==> src/core/pwt_defs.svh <==
// Register indices, field positions, reset values and codes of the PWM timer clock/irq block.
`ifndef PWT_DEFS_SVH
`define PWT_DEFS_SVH

// ----------------------------------------------------------------------------
// Register indices (byte address is four times the index)
// ----------------------------------------------------------------------------
`define PWT_IDX_CLK0 16'h5068
`define PWT_IDX_CLK1 16'h5069
`define PWT_IDX_CTL0 16'h5400
`define PWT_IDX_TC0 16'h5402
`define PWT_IDX_CCCTL0 16'h5404
`define PWT_IDX_CCA0 16'h5406
`define PWT_IDX_CCB0 16'h5408
`define PWT_IDX_IEN0 16'h540A
`define PWT_IDX_IFLG0 16'h540C
`define PWT_IDX_CTL1 16'h5420
`define PWT_IDX_TC1 16'h5422
`define PWT_IDX_CCCTL1 16'h5424
`define PWT_IDX_CCA1 16'h5426
`define PWT_IDX_CCB1 16'h5428
`define PWT_IDX_IEN1 16'h542A
`define PWT_IDX_IFLG1 16'h542C

// ----------------------------------------------------------------------------
// Clock control fields and interrupt flag positions
// ----------------------------------------------------------------------------
`define PWT_SHARED_BIT 1
`define PWT_F_CMPA 0
`define PWT_F_CMPB 1
`define PWT_F_CAPA 2
`define PWT_F_CAPB 3
`define PWT_F_CAPAOW 4
`define PWT_F_CAPBOW 5

// ----------------------------------------------------------------------------
// Reset values and division codes
// ----------------------------------------------------------------------------
`define PWT_CLK_RST 8'h00
`define PWT_FLAG_RST 6'h00
`define PWT_DIV_MAX_FAST 4'hE
`define PWT_DIV_MAX_SLOW 4'h8
`define PWT_DIV_REGULATED_256HZ_CLOCK 4'h9

`endif

==> src/core/pwt_pkg.sv <==
// Types shared by the PWM timer clock/irq block.
package pwt_pkg;
	typedef enum logic [1:0] {
		PWT_SRC_FAST_B = 2'b00,
		PWT_SRC_SLOW = 2'b01,
		PWT_SRC_FAST_A = 2'b10,
		PWT_SRC_EXT = 2'b11
	} pwt_src_e;

	typedef struct packed {
		logic [3:0] div;
		pwt_src_e src;
		logic shared;
		logic gate;
	} pwt_clkctl_s;

	typedef logic [5:0] pwt_flags_t;
endpackage : pwt_pkg

==> src/core/pwt_clk_if.sv <==
// Interface carrying source ticks and settings into one channel's clock divider.
`timescale 1ns/1ps
`default_nettype none
interface pwt_clk_if;
	logic [3:0] src_tick;
	logic regulated_256hz_clock_tick;
	pwt_pkg::pwt_clkctl_s ctl;
	logic count_tick;

	modport ctrl (output src_tick, output regulated_256hz_clock_tick, output ctl, input count_tick);
	modport div (input src_tick, input regulated_256hz_clock_tick, input ctl, output count_tick);
endinterface : pwt_clk_if
`default_nettype wire

==> src/core/pwt_clkdiv.sv <==
// Count clock selection, division and gating for one timer channel.
`timescale 1ns/1ps
`default_nettype none
`include "pwt_defs.svh"
module pwt_clkdiv (
	input wire logic clk,
	input wire logic rst,
	pwt_clk_if.div cif
);
	// ------------------------------------------------------------------------
	// Source selection and divider
	// ------------------------------------------------------------------------
	function automatic logic [13:0] pwt_div_mask(input logic [3:0] code);
		logic [14:0] one;
		one = 15'h0001 << code;
		return 14'(one - 15'h0001);
	endfunction : pwt_div_mask

	logic [13:0] cnt_q;
	logic tick_q;
	wire is_slow = (cif.ctl.src == pwt_pkg::PWT_SRC_SLOW);
	wire is_ext = (cif.ctl.src == pwt_pkg::PWT_SRC_EXT);
	wire use_regulated_256hz_clock = is_slow && (cif.ctl.div == `PWT_DIV_REGULATED_256HZ_CLOCK);
	// Reserved codes produce no count clock at all, rather than a guessed rate.
	wire code_ok = is_ext ? 1'b1 : is_slow ? (cif.ctl.div <= `PWT_DIV_REGULATED_256HZ_CLOCK) :
		(cif.ctl.div <= `PWT_DIV_MAX_FAST);
	wire src_edge = use_regulated_256hz_clock ? cif.regulated_256hz_clock_tick : cif.src_tick[cif.ctl.src];
	wire [13:0] mask = (is_ext || use_regulated_256hz_clock) ? 14'h0000 : pwt_div_mask(cif.ctl.div);
	wire tick_d = cif.ctl.gate && code_ok && src_edge && ((cnt_q & mask) == mask);

	// The prescaler restarts while gated, so the first period after enabling is full.
	always_ff @(posedge clk) begin
		if (rst || !cif.ctl.gate) begin
			cnt_q <= 14'h0000;
		end else if (src_edge) begin
			cnt_q <= cnt_q + 14'h0001;
		end
	end

	always_ff @(posedge clk) begin
		if (rst) begin
			tick_q <= 1'b0;
		end else begin
			tick_q <= tick_d;
		end
	end

	assign cif.count_tick = tick_q;

	// ------------------------------------------------------------------------
	// Checks
	// ------------------------------------------------------------------------
	a_gate_blocks_tick: assert property (@(posedge clk) disable iff (rst)
		!cif.ctl.gate |=> !cif.count_tick)
		else $error("count tick while count clock gate is off");
	a_reserved_code_silent: assert property (@(posedge clk) disable iff (rst)
		(!is_ext && cif.ctl.div == 4'hF) |=> !cif.count_tick)
		else $error("count tick with reserved division code");
	a_div_by_two: assert property (@(posedge clk) disable iff (rst)
		(cif.ctl.gate && !is_slow && !is_ext && cif.ctl.div == 4'h1 && $stable(cif.ctl)
		&& src_edge && !cnt_q[0]) |=> !cif.count_tick)
		else $error("divide by two ticked on even source edge");
	c_div_tick: cover property (@(posedge clk) disable iff (rst)
		cif.count_tick && cif.ctl.div != 4'h0);
endmodule : pwt_clkdiv
`default_nettype wire

==> src/core/pwt_top.sv <==
// PWM timer count clock selection and interrupt flag/enable logic, two channels, APB slave.
//
// Functional notes
// - Capture B event while capture B flag is set raises the B overwrite flag.
// - B overwrite request reaches the controller only when its enable is 1; resets 0.
// - Overwrite flag sets regardless of whether capture B was read.
// - Any set flag with matching enable asserts the channel interrupt request.
// - Writing 1 clears a flag; writing 0 leaves it.
// - Bits 7..4 select the internal source divider; reset 0 means undivided.
// - Fast oscillators divide by 2 to the code, codes 0 to 14; 15 reserved.
// - Slow oscillator codes 0 to 8 divide; code 9 selects regulated 256 Hz.
// - Bits 3..2 pick source: fast B, slow, fast A, external pin.
// - Channel 0 bit 1 sets shared clock mode; channel 1 bit 1 reads 0.
// - Bit 0 gates the count clock; reset value 0 blocks it.
// - Shared mode feeds channel 0 count clock to every channel.
// - Each channel has one interrupt line for all its causes.
`timescale 1ns/1ps
`default_nettype none
`include "pwt_defs.svh"
module pwt_top #(
	parameter int ADDR_W = 18
) (
	input wire logic clk,
	input wire logic rst,
	input wire logic [ADDR_W-1:0] paddr,
	input wire logic psel,
	input wire logic penable,
	input wire logic pwrite,
	input wire logic [31:0] pwdata,
	input wire logic [3:0] pstrb,
	output logic [31:0] prdata,
	output logic pready,
	output logic pslverr,
	input wire logic fast_oscillator_a,
	input wire logic fast_oscillator_b,
	input wire logic slow_oscillator,
	input wire logic regulated_256hz_clock,
	input wire logic [1:0] external_count_clock_pin,
	input wire logic [1:0] compare_a_event,
	input wire logic [1:0] compare_b_event,
	input wire logic [1:0] capture_a_event,
	input wire logic [1:0] capture_b_event,
	output logic [1:0] count_enable,
	output logic shared_clock_mode,
	output logic [1:0] irq_to_interrupt_controller,
	output logic irq
);
	// ------------------------------------------------------------------------
	// Elaboration checks
	// ------------------------------------------------------------------------
	if (ADDR_W < 18) begin : g_addr_chk
		$error("ADDR_W must be at least 18 to reach every register");
	end

	// ------------------------------------------------------------------------
	// Pin synchronisers and edge detection
	// ------------------------------------------------------------------------
	// Order: fast B, slow, fast A, regulated 256 Hz, external pin 0, external pin 1.
	wire [5:0] pins = {external_count_clock_pin, regulated_256hz_clock, fast_oscillator_a,
		slow_oscillator, fast_oscillator_b};
	logic [5:0] sync1_q;
	logic [5:0] sync2_q;
	logic [5:0] sync3_q;
	// Oscillators faster than half of clk alias; this block is meant for slow sources.
	wire [5:0] pin_edge = sync2_q & ~sync3_q;

	always_ff @(posedge clk) begin
		if (rst) begin
			sync1_q <= 6'h00;
			sync2_q <= 6'h00;
			sync3_q <= 6'h00;
		end else begin
			sync1_q <= pins;
			sync2_q <= sync1_q;
			sync3_q <= sync2_q;
		end
	end

	// ------------------------------------------------------------------------
	// APB decode
	// ------------------------------------------------------------------------
	function automatic logic pwt_hit(input logic [ADDR_W-1:0] a, input logic [15:0] idx);
		return a == ADDR_W'({idx, 2'b00});
	endfunction : pwt_hit

	logic [7:0] clkctl_q [2];
	pwt_pkg::pwt_flags_t ien_q [2];
	pwt_pkg::pwt_flags_t flags_q [2];
	logic [31:0] prdata_q;
	logic pready_q;
	logic pslverr_q;

	wire [1:0] sel_clk = {pwt_hit(paddr, `PWT_IDX_CLK1), pwt_hit(paddr, `PWT_IDX_CLK0)};
	wire [1:0] sel_ien = {pwt_hit(paddr, `PWT_IDX_IEN1), pwt_hit(paddr, `PWT_IDX_IEN0)};
	wire [1:0] sel_iflg = {pwt_hit(paddr, `PWT_IDX_IFLG1), pwt_hit(paddr, `PWT_IDX_IFLG0)};
	// Counter, comparator and capture registers live elsewhere; here they read as zero.
	wire sel_other = pwt_hit(paddr, `PWT_IDX_CTL0) || pwt_hit(paddr, `PWT_IDX_TC0) ||
		pwt_hit(paddr, `PWT_IDX_CCCTL0) || pwt_hit(paddr, `PWT_IDX_CCA0) ||
		pwt_hit(paddr, `PWT_IDX_CCB0) || pwt_hit(paddr, `PWT_IDX_CTL1) ||
		pwt_hit(paddr, `PWT_IDX_TC1) || pwt_hit(paddr, `PWT_IDX_CCCTL1) ||
		pwt_hit(paddr, `PWT_IDX_CCA1) || pwt_hit(paddr, `PWT_IDX_CCB1);
	wire mapped = (|sel_clk) || (|sel_ien) || (|sel_iflg) || sel_other;
	wire setup = psel && !penable;
	// Only byte lane 0 holds implemented bits; the upper lanes are reserved.
	wire wr_en = psel && penable && pready_q && pwrite && pstrb[0];

	wire [31:0] rdata_d =
		({32{sel_clk[0]}} & {24'h000000, clkctl_q[0]}) |
		({32{sel_clk[1]}} & {24'h000000, clkctl_q[1]}) |
		({32{sel_ien[0]}} & {26'h0, ien_q[0]}) |
		({32{sel_ien[1]}} & {26'h0, ien_q[1]}) |
		({32{sel_iflg[0]}} & {26'h0, flags_q[0]}) |
		({32{sel_iflg[1]}} & {26'h0, flags_q[1]});

	// Read data is caught at the setup edge so the access phase never waits.
	always_ff @(posedge clk) begin
		if (rst) begin
			prdata_q <= 32'h00000000;
			pready_q <= 1'b0;
			pslverr_q <= 1'b0;
		end else begin
			pready_q <= setup;
			if (setup) begin
				prdata_q <= pwrite ? 32'h00000000 : rdata_d;
				pslverr_q <= !mapped;
			end
		end
	end

	assign prdata = prdata_q;
	assign pready = pready_q;
	assign pslverr = pslverr_q && pready_q;

	// ------------------------------------------------------------------------
	// Channels: clock control, divider, flags and enables
	// ------------------------------------------------------------------------
	logic [1:0] tick;

	for (genvar i = 0; i < 2; i++) begin : g_ch
		pwt_clk_if cif();
		pwt_pkg::pwt_flags_t ev;
		pwt_pkg::pwt_flags_t clr;
		pwt_pkg::pwt_flags_t flags_d;
		logic [7:0] clk_wmask;

		// Channel 1 has no shared-mode bit; it stays zero whatever is written.
		assign clk_wmask = (i == 0) ? 8'hFF : 8'hFD;

		always_ff @(posedge clk) begin
			if (rst) begin
				clkctl_q[i] <= `PWT_CLK_RST;
				ien_q[i] <= `PWT_FLAG_RST;
			end else if (wr_en && sel_clk[i]) begin
				clkctl_q[i] <= pwdata[7:0] & clk_wmask;
			end else if (wr_en && sel_ien[i]) begin
				ien_q[i] <= pwdata[5:0];
			end
		end

		assign cif.src_tick = {pin_edge[4 + i], pin_edge[2], pin_edge[1], pin_edge[0]};
		assign cif.regulated_256hz_clock_tick = pin_edge[3];
		assign cif.ctl = pwt_pkg::pwt_clkctl_s'(clkctl_q[i]);
		assign tick[i] = cif.count_tick;

		pwt_clkdiv u_div (
			.clk(clk),
			.rst(rst),
			.cif(cif.div)
		);

		// Shared mode hands channel 0's prepared clock to every counter.
		assign count_enable[i] = shared_clock_mode ? tick[0] : tick[i];

		// Overwrite is judged on the stored capture flag only, never on a read.
		assign ev[`PWT_F_CMPA] = compare_a_event[i];
		assign ev[`PWT_F_CMPB] = compare_b_event[i];
		assign ev[`PWT_F_CAPA] = capture_a_event[i];
		assign ev[`PWT_F_CAPB] = capture_b_event[i];
		assign ev[`PWT_F_CAPAOW] = capture_a_event[i] && flags_q[i][`PWT_F_CAPA];
		assign ev[`PWT_F_CAPBOW] = capture_b_event[i] && flags_q[i][`PWT_F_CAPB];
		assign clr = (wr_en && sel_iflg[i]) ? pwdata[5:0] : `PWT_FLAG_RST;
		// A new event in the clearing cycle survives the clear.
		assign flags_d = (flags_q[i] & ~clr) | ev;

		always_ff @(posedge clk) begin
			if (rst) begin
				flags_q[i] <= `PWT_FLAG_RST;
			end else begin
				flags_q[i] <= flags_d;
			end
		end

		assign irq_to_interrupt_controller[i] = |(flags_q[i] & ien_q[i]);

		// --------------------------------------------------------------------
		// Checks
		// --------------------------------------------------------------------
		a_ovw_sets_flag: assert property (@(posedge clk) disable iff (rst)
			(capture_b_event[i] && flags_q[i][`PWT_F_CAPB]) |=> flags_q[i][`PWT_F_CAPBOW])
			else $error("capture B overwrite flag not set");
		a_ovw_needs_flag: assert property (@(posedge clk) disable iff (rst)
			$rose(flags_q[i][`PWT_F_CAPBOW]) |-> $past(flags_q[i][`PWT_F_CAPB])
			&& $past(capture_b_event[i]))
			else $error("overwrite flag set without prior capture B flag");
		a_ovw_irq_gate: assert property (@(posedge clk) disable iff (rst)
			(flags_q[i][`PWT_F_CAPBOW] && !ien_q[i][`PWT_F_CAPBOW]
			&& (flags_q[i][4:0] & ien_q[i][4:0]) == 5'h00)
			|-> !irq_to_interrupt_controller[i])
			else $error("overwrite request passed while disabled");
		a_flag_raises_irq: assert property (@(posedge clk) disable iff (rst)
			(ev != 6'h00 && (ev & ien_q[i]) != 6'h00 && !(wr_en && sel_ien[i]))
			|=> irq_to_interrupt_controller[i])
			else $error("enabled event did not raise the channel interrupt");
		a_w1c_clears: assert property (@(posedge clk) disable iff (rst)
			(wr_en && sel_iflg[i] && pwdata[`PWT_F_CMPA] && !ev[`PWT_F_CMPA])
			|=> !flags_q[i][`PWT_F_CMPA])
			else $error("write of one did not clear the flag");
		a_w0_keeps: assert property (@(posedge clk) disable iff (rst)
			(wr_en && sel_iflg[i])
			|=> (($past(flags_q[i]) & ~$past(pwdata[5:0]) & ~flags_q[i]) == 6'h00))
			else $error("write of zero cleared a flag");
		c_ovw_irq: cover property (@(posedge clk) disable iff (rst)
			$rose(flags_q[i][`PWT_F_CAPBOW]) ##1 irq_to_interrupt_controller[i]);
	end

	assign shared_clock_mode = clkctl_q[0][`PWT_SHARED_BIT];
	assign irq = |irq_to_interrupt_controller;

	// ------------------------------------------------------------------------
	// Block-level checks
	// ------------------------------------------------------------------------
	a_ch1_rsvd_zero: assert property (@(posedge clk) disable iff (rst)
		(psel && !penable && !pwrite && sel_clk[1]) |=> !prdata[`PWT_SHARED_BIT])
		else $error("channel 1 reserved bit reads nonzero");
	a_shared_route: assert property (@(posedge clk) disable iff (rst)
		(shared_clock_mode && $stable(clkctl_q[0]) && g_ch[0].cif.count_tick)
		|-> count_enable == 2'b11)
		else $error("shared mode did not feed every channel");
	a_reset_quiet: assert property (@(posedge clk)
		$fell(rst) |-> (count_enable == 2'b00 && !irq && !shared_clock_mode))
		else $error("outputs active right after reset");
	a_apb_answer: assert property (@(posedge clk) disable iff (rst)
		(psel && !penable) |=> pready)
		else $error("access phase not answered in one cycle");
	c_shared_tick: cover property (@(posedge clk) disable iff (rst)
		shared_clock_mode && count_enable[1]);
	c_unmapped: cover property (@(posedge clk) disable iff (rst) pslverr);
	c_irq_clear: cover property (@(posedge clk) disable iff (rst) $fell(irq));
endmodule : pwt_top
`default_nettype wire

==> config.mk <==
export PLATFORM = sky130hd
export DESIGN_NAME = pwt_top
export DESIGN_NICKNAME = d
export VERILOG_FILES = /design/src/core/pwt_pkg.sv /design/src/core/pwt_clk_if.sv /design/src/core/pwt_clkdiv.sv /design/src/core/pwt_top.sv
export VERILOG_INCLUDE_DIRS = /design/src /design/src/core
export SDC_FILE = /design/constraint.sdc
export NUM_CORES = 1
export LEC_CHECK = 0
export BUFFER_PORTS_ARGS = -buffer_cell sky130_fd_sc_hd__buf_2
export CORE_MARGIN = 2
export CORE_UTILIZATION = 35
export DETAILED_ROUTE_END_ITERATION = 8
export HOLD_SLACK_MARGIN = 0.05
export SETUP_SLACK_MARGIN = 0.2
export SLEW_MARGIN = 20
export SYNTH_ARGS = -nofsm -noshare
export SYNTH_HDL_FRONTEND = slang
export SYNTH_SLANG_ARGS = --single-unit
==> constraint.sdc <==
create_clock -name clk -period 2.8 [get_ports clk]
set_input_delay 0.7 -clock clk [delete_from_list [all_inputs] [get_ports clk]]
set_output_delay 0.7 -clock clk [all_outputs]
set_load 0.01 [all_outputs]
After elaboration in Yosys (flattened, before gate mapping):

Memory sizes are Yosys's and may differ from the RTL's.
Index checks and enable logic that the tools add are counted.

* register bits after elaboration: 82
* RAM bits: 40
* output and inout port bits: 40
* word-level logic and storage cells: 167
* memories: 3

Memory list
* clkctl_q: words 2, bits a word 8, rd ports 2, clocked after Yosys merged registers in 0, write ports 2, line pwt_top.sv:86 `logic [7:0] clkctl_q [2];`
* flags_q: words 2, bits a word 6, rd ports 2, clocked after Yosys merged registers in 0, write ports 2, line pwt_top.sv:88 `pwt_pkg::pwt_flags_t flags_q [2];`
* ien_q: words 2, bits a word 6, rd ports 2, clocked after Yosys merged registers in 0, write ports 2, line pwt_top.sv:87 `pwt_pkg::pwt_flags_t ien_q [2];`

* $add $sub $neg: 4
* order comparisons: 6
* equality and inequality tests: 24
* shift-type cells: 2
* mux-type cells: 39
* bitwise operators: 29
* reductions and logical operators: 50

Operators with widths (number)
* $eq 18x17->1 const B: 16
* $or 32x32->32: 5
* $and 32x6->32: 4
* $and 32x8->32: 2
* $mux 6: 6
* $mux 32: 1
* $and 6x6->6: 5
* $add 14x1->14 const B: 2
* $and 14x14->14: 2
* $eq 14x14->1: 2
* $mux 14: 2
* $shl 1x4->14 const A: 2
* $sub 14x1->14 const B: 2
* $mux 1: 26
* $logic_and 1x1->1: 24
* $not 6->6: 3
* $le 4x4->1 const B: 4
* $logic_or 1x1->1: 16
* $mux 8: 2
* $or 6x6->6: 2
* $reduce_or 12->1: 1
* $reduce_or 6->1: 2
* $eq 4x4->1 const B: 2
* $lt 2x3->1 const B: 2
* other kinds (6): 19

Logic depth before layout (Yosys ltp):

* depth after elaboration: 12
* gate-level depth with buffers: 11
* depth with buffers taken out: 9

By module:

From an unflattened synthesis, not the netlist that was laid out.

* cells, all modules: 603
* area total of the unflattened synthesis: 5512.8 um2

Modules (own cells, without submodules)
* pwt_top: times used 1, cells an instance 305, area an instance 3138.0 um2, seq. area each 1611.5 um2
* pwt_clkdiv: times used 2, cells an instance 149, area an instance 1187.4 um2, seq. area each 300.3 um2

Least setup slack after synthesis:

Ideal clock, no wire load.

* path type: input -> register
* start: input port paddr[7]
* end: memory clkctl_q[0][0] (data pin)
* library setup time: 0.133 ns
* arrival time: 2.305 ns
* data required time: 2.667 ns
* slack: 0.362 ns
* stages: 7
* cells stage by stage: clkbuf_1 nor4bb_1 and4_1 clkbuf_1 nor2b_1 nor3b_1 and2_1

RTL lines
* start: declaration: line pwt_top.sv:25 `input wire logic [ADDR_W-1:0] paddr,`
* end: declaration: line pwt_top.sv:86

==> impl_results.md <==
* Leading cell type in the layout, fill and taps excluded: sky130_fd_sc_hd__dfxtp_1
* Vert. Die Dim at between 100 and 150 um
* Sequential power share at 0.498
* Synth Instances at 570
* Buffers and inverters on the worst path at 1
* Post-detailed-placement half-perimeter wirelength at 9.29 mm
* Remaining number of nets flagged by the antenna check after routing at 0
* Min-Delay Path Class: flip-flop to flip-flop
* Maximum ir drop on the vdd rail at 0.227 mV
* Core ar. at 14500 um^2
* WS Path Type: flip-flop to flip-flop
* Chip Width at 126 um
* Post-layout net count at roughly 720
* Leftover overflow at the end of global routing at 0
* Portion of total power attributed to the clock network at 0.411
* Final-layout setup total negative slack at 0 ns
* Total of fill cells in the finished design at approximately 1.4k
* CP required at 3.04 ns
* Clock-pin transition on the worst setup and hold timing paths at about 0.070 ns
* Total length of routed wires at 13.2 mm
* Slowest cell on the critical path: sky130_fd_sc_hd__mux4_2
* Worst setup EP type: flip-flop
* Area of the mapped netlist at a little over 5000 um^2
* Number of hold-repair buffers added at the cts stage at 0
* Total die area at 15800 um^2
* Number of clock sinks seen by CTS at 97
* DRC violations left at 0
* Unrepaired setup endpoints after global routing: yes
* Worst path top cell family by delay: multiplexers
* # diodes at 0
* Number of levels the H-tree was split into at 3
* Worst path max stage delay at 0.61 ns
* Pwr Total at 0.00301 W
* Longest Clk Path Bufs at 2
* Most frequent cells in the layout: sky130_fd_sc_hd__dfxtp_1, sky130_fd_sc_hd__buf_2, sky130_fd_sc_hd__nor2_1
* Buffers on Ports at about 60
* Post-Syn Area per Cell at a little over 9 um^2
* Number of vias per cell after detailed routing at 5.37
* First-pass GRT wire length at 20.9 mm
* Clk Tree Root Cell: sky130_fd_sc_hd__clkbuf_16
* Cell Int Power at roughly 0.0023 W
* Relative slew margins at 0.621
* Via count of the first global-routing pass at ~4.2k
* Series of cell instances along the critical path: nor4bb_2, buf_4, mux2_4, mux4_2, nor4_1, xnor2_1, nor2_1
* Yosys warning count at 0
* Highest achievable clock rate at 0.385 GHz
* Power density cells at 490 nW/um^2
* Number of max-cap violations at 0
* Placer Congestion at 0.838
* Maximum clock skew at final layout at between 0.009 and 0.01 ns
* Maximum number of pins on one net before global-route repair at 34
* Outcome: completed
* Tcrit/Tclk final at 0.928
* Number of antenna violations at the first check in global routing at 0
* CP Max Fanout at 5
* Final hold violation count at 0
* Effective utilization at floorplan at 0.357
* Asr flop ratio synth at 0
* Number of distinct standard cells referenced by the synthesized netlist at 60
* CP arrival at 2.84 ns
* Main area contributors after synthesis: sky130_fd_sc_hd__dfxtp_1, sky130_fd_sc_hd__edfxtp_1, sky130_fd_sc_hd__mux2_2, sky130_fd_sc_hd__buf_4, sky130_fd_sc_hd__nor2_1
* Area of combinational cells with multiple inputs at 2830 um^2
* Count of final setup violators at 0
* Portion of synthesized cell area occupied by the leading cell type at 0.271
* Slew of the pin with the lowest slew margin at around 0.57 ns
* Area leader, netlist: sky130_fd_sc_hd__dfxtp_1
* Shortest period the worst path allows at 2.60 ns
* GRT Resource Usage Total at 0.167
* Area growth from synthesis to final layout at 18.9%
* Clock network latency to the later pin of the worst-skew pair at 0.35 ns
* Portion of total power attributed to combinational logic at 0.091
* Total number of placement rows at 44
* Top Ports at 113
* Routed WL per cell at 15.9 um
* #FFs+latches synth at 97
* Net switching component of the power at 0.000711 W
* Post-Route Utilization at 0.425
* Share of layout cells above drive strength 1 at 0.222
* Number of synthesized flops with an enable pin at 27
* Count of routing violations after the opening detailed-route iteration at 304
* FF/Latch Area at 2210 um^2
* Element type at the critical path start: flip-flop
* Detailed Routing Iterations Pass 1 at 5
* Clock tree from TritonCTS: built
* Tightest hold margin at about 0.44 ns
* Primary flip-flop cell chosen by synthesis mapping: sky130_fd_sc_hd__dfxtp_1
* Leakage power summed over all cells at 2.31 nW
* Detailed-route via count at 4448
* Final max-slew violation count at 0
* Sw frac at 0.236
* Number of buffers created by CTS at 9
* Sequential area share after synthesis at 0.428
-- sequential cells by signal, indices dropped and copies added, names as in the netlist --
name,cells
clkctl_q,15
flags_q,12
g_ch.u_div.cif.count_tick,2
g_ch.u_div.cnt_q,28
ien_q,12
prdata,8
pready,1
pslverr_q,1
sync1_q,6
sync2_q,6
sync3_q,6
-- metrics by stage --
stage	instances	worst slack, ns	area, um^2
3_3_place_gp	806	-0.206	5660
4_1_cts	826	0.168	6030
5_1_grt	828	0.153	6150
6_report	828	0.201	6150
2_1_floorplan	593	0.362	5260
3_5_place_dp	806	-0.124	5660
-- logic make-up after synthesis --
group,share of synthesized area
flops,0.428
compound gates,0.132
fa+ha+maj,0.00968
other cells,0.000725
buf+inv,0.0697
mux,0.0578
xor+xnor,0.0356
simple gates,0.266
-- Yosys cell counts (2+ instances only) --
master and count:
sky130_fd_sc_hd__nor3b_1 4, sky130_fd_sc_hd__nor4_1 9, sky130_fd_sc_hd__xor2_1 2, sky130_fd_sc_hd__mux2_2 20
sky130_fd_sc_hd__o31ai_1 2, sky130_fd_sc_hd__nand3_1 16, sky130_fd_sc_hd__nor4b_1 5, sky130_fd_sc_hd__o311ai_0 2
sky130_fd_sc_hd__o32a_1 2, sky130_fd_sc_hd__ha_1 4, sky130_fd_sc_hd__and3_1 7, sky130_fd_sc_hd__nand4_1 16
sky130_fd_sc_hd__buf_4 25, sky130_fd_sc_hd__nor3_1 18, sky130_fd_sc_hd__o21ai_0 19, sky130_fd_sc_hd__a32o_1 2
sky130_fd_sc_hd__a211oi_1 2, sky130_fd_sc_hd__buf_2 3, sky130_fd_sc_hd__dfxtp_1 70, sky130_fd_sc_hd__nor2_1 50
sky130_fd_sc_hd__a22oi_1 9, sky130_fd_sc_hd__a2111oi_0 3, sky130_fd_sc_hd__clkbuf_1 26, sky130_fd_sc_hd__and2_1 28
sky130_fd_sc_hd__edfxtp_1 27, sky130_fd_sc_hd__nand3b_1 3, sky130_fd_sc_hd__or3_1 8, sky130_fd_sc_hd__a311oi_1 7
sky130_fd_sc_hd__a21oi_1 30, sky130_fd_sc_hd__a21o_1 2, sky130_fd_sc_hd__nor4bb_1 3, sky130_fd_sc_hd__nand2b_1 15
sky130_fd_sc_hd__nor2b_1 27, sky130_fd_sc_hd__inv_1 15, sky130_fd_sc_hd__o2111a_1 2, sky130_fd_sc_hd__xnor2_1 19
sky130_fd_sc_hd__o21bai_1 3, sky130_fd_sc_hd__nand2_1 32, sky130_fd_sc_hd__and3b_1 2, sky130_fd_sc_hd__a222oi_1 6
sky130_fd_sc_hd__mux2i_1 4, sky130_fd_sc_hd__a31oi_1 3
-- what timing repair did --
item	in CTS	in global routing
pin swaps	0	13
resized for setup	8	22
endpoints found under the setup margin	7	13
buffers inserted	3	2
gates cloned	1	0
-- area by class of cell --
cell class,instances,area share
clock buffers,15,0.0472
clock inverters,1,0.00122
inverters,15,0.00915
multi-input cells,427,0.460
flip-flops and latches,97,0.360
well taps,184,0.0374
repair buffers,89,0.0850
-- routing by layer --
layer	track usage	wire length, um	vias up	share of wire
met1	0.213	5790	2104	0.44
li1	-	-	2159	-
met2	0.267	6200	161	0.47
met3	0.0368	793	24	0.060
met4	0.0837	404	0	0.031
met5	0	0	-	0
-- worst reg2reg max path, cell delays in order, from the launching register on --
cell	delay, ns
sky130_fd_sc_hd__edfxtp_1	0.41
sky130_fd_sc_hd__nor4bb_2	0.36
sky130_fd_sc_hd__buf_4	0.19
sky130_fd_sc_hd__mux2_4	0.33
sky130_fd_sc_hd__mux4_2	0.61
sky130_fd_sc_hd__nor4_1	0.40
sky130_fd_sc_hd__xnor2_1	0.16
sky130_fd_sc_hd__nor2_1	0.05
-- power by group through the flow --
stage               combinational, W  clock [W]  sequential (W)
finish                      0.000274    0.00124         0.00150
floorplan                   0.000187          0         0.00152
CTS                         0.000265    0.00126         0.00150
global route                0.000302    0.00131         0.00150
global placement            0.000252          0         0.00153
detailed placement          0.000256          0         0.00153
-- path summary, 6_finish.rpt --
check / startpoint / to / slack, ns / depth (start not counted)
setup reg to reg: clkctl_q[0][5] / g_ch[0].u_div.cnt_q[11] / 0.20 / 7
setup / recovery: clkctl_q[0][5] / g_ch[0].u_div.cnt_q[11] / 0.20 / 7
hold reg to reg: sync1_q[0] / sync2_q[0] / 0.44 / 1
hold / removal: sync1_q[0] / sync2_q[0] / 0.44 / 1
No activity file was read; power rests on OpenSTA's default activity.
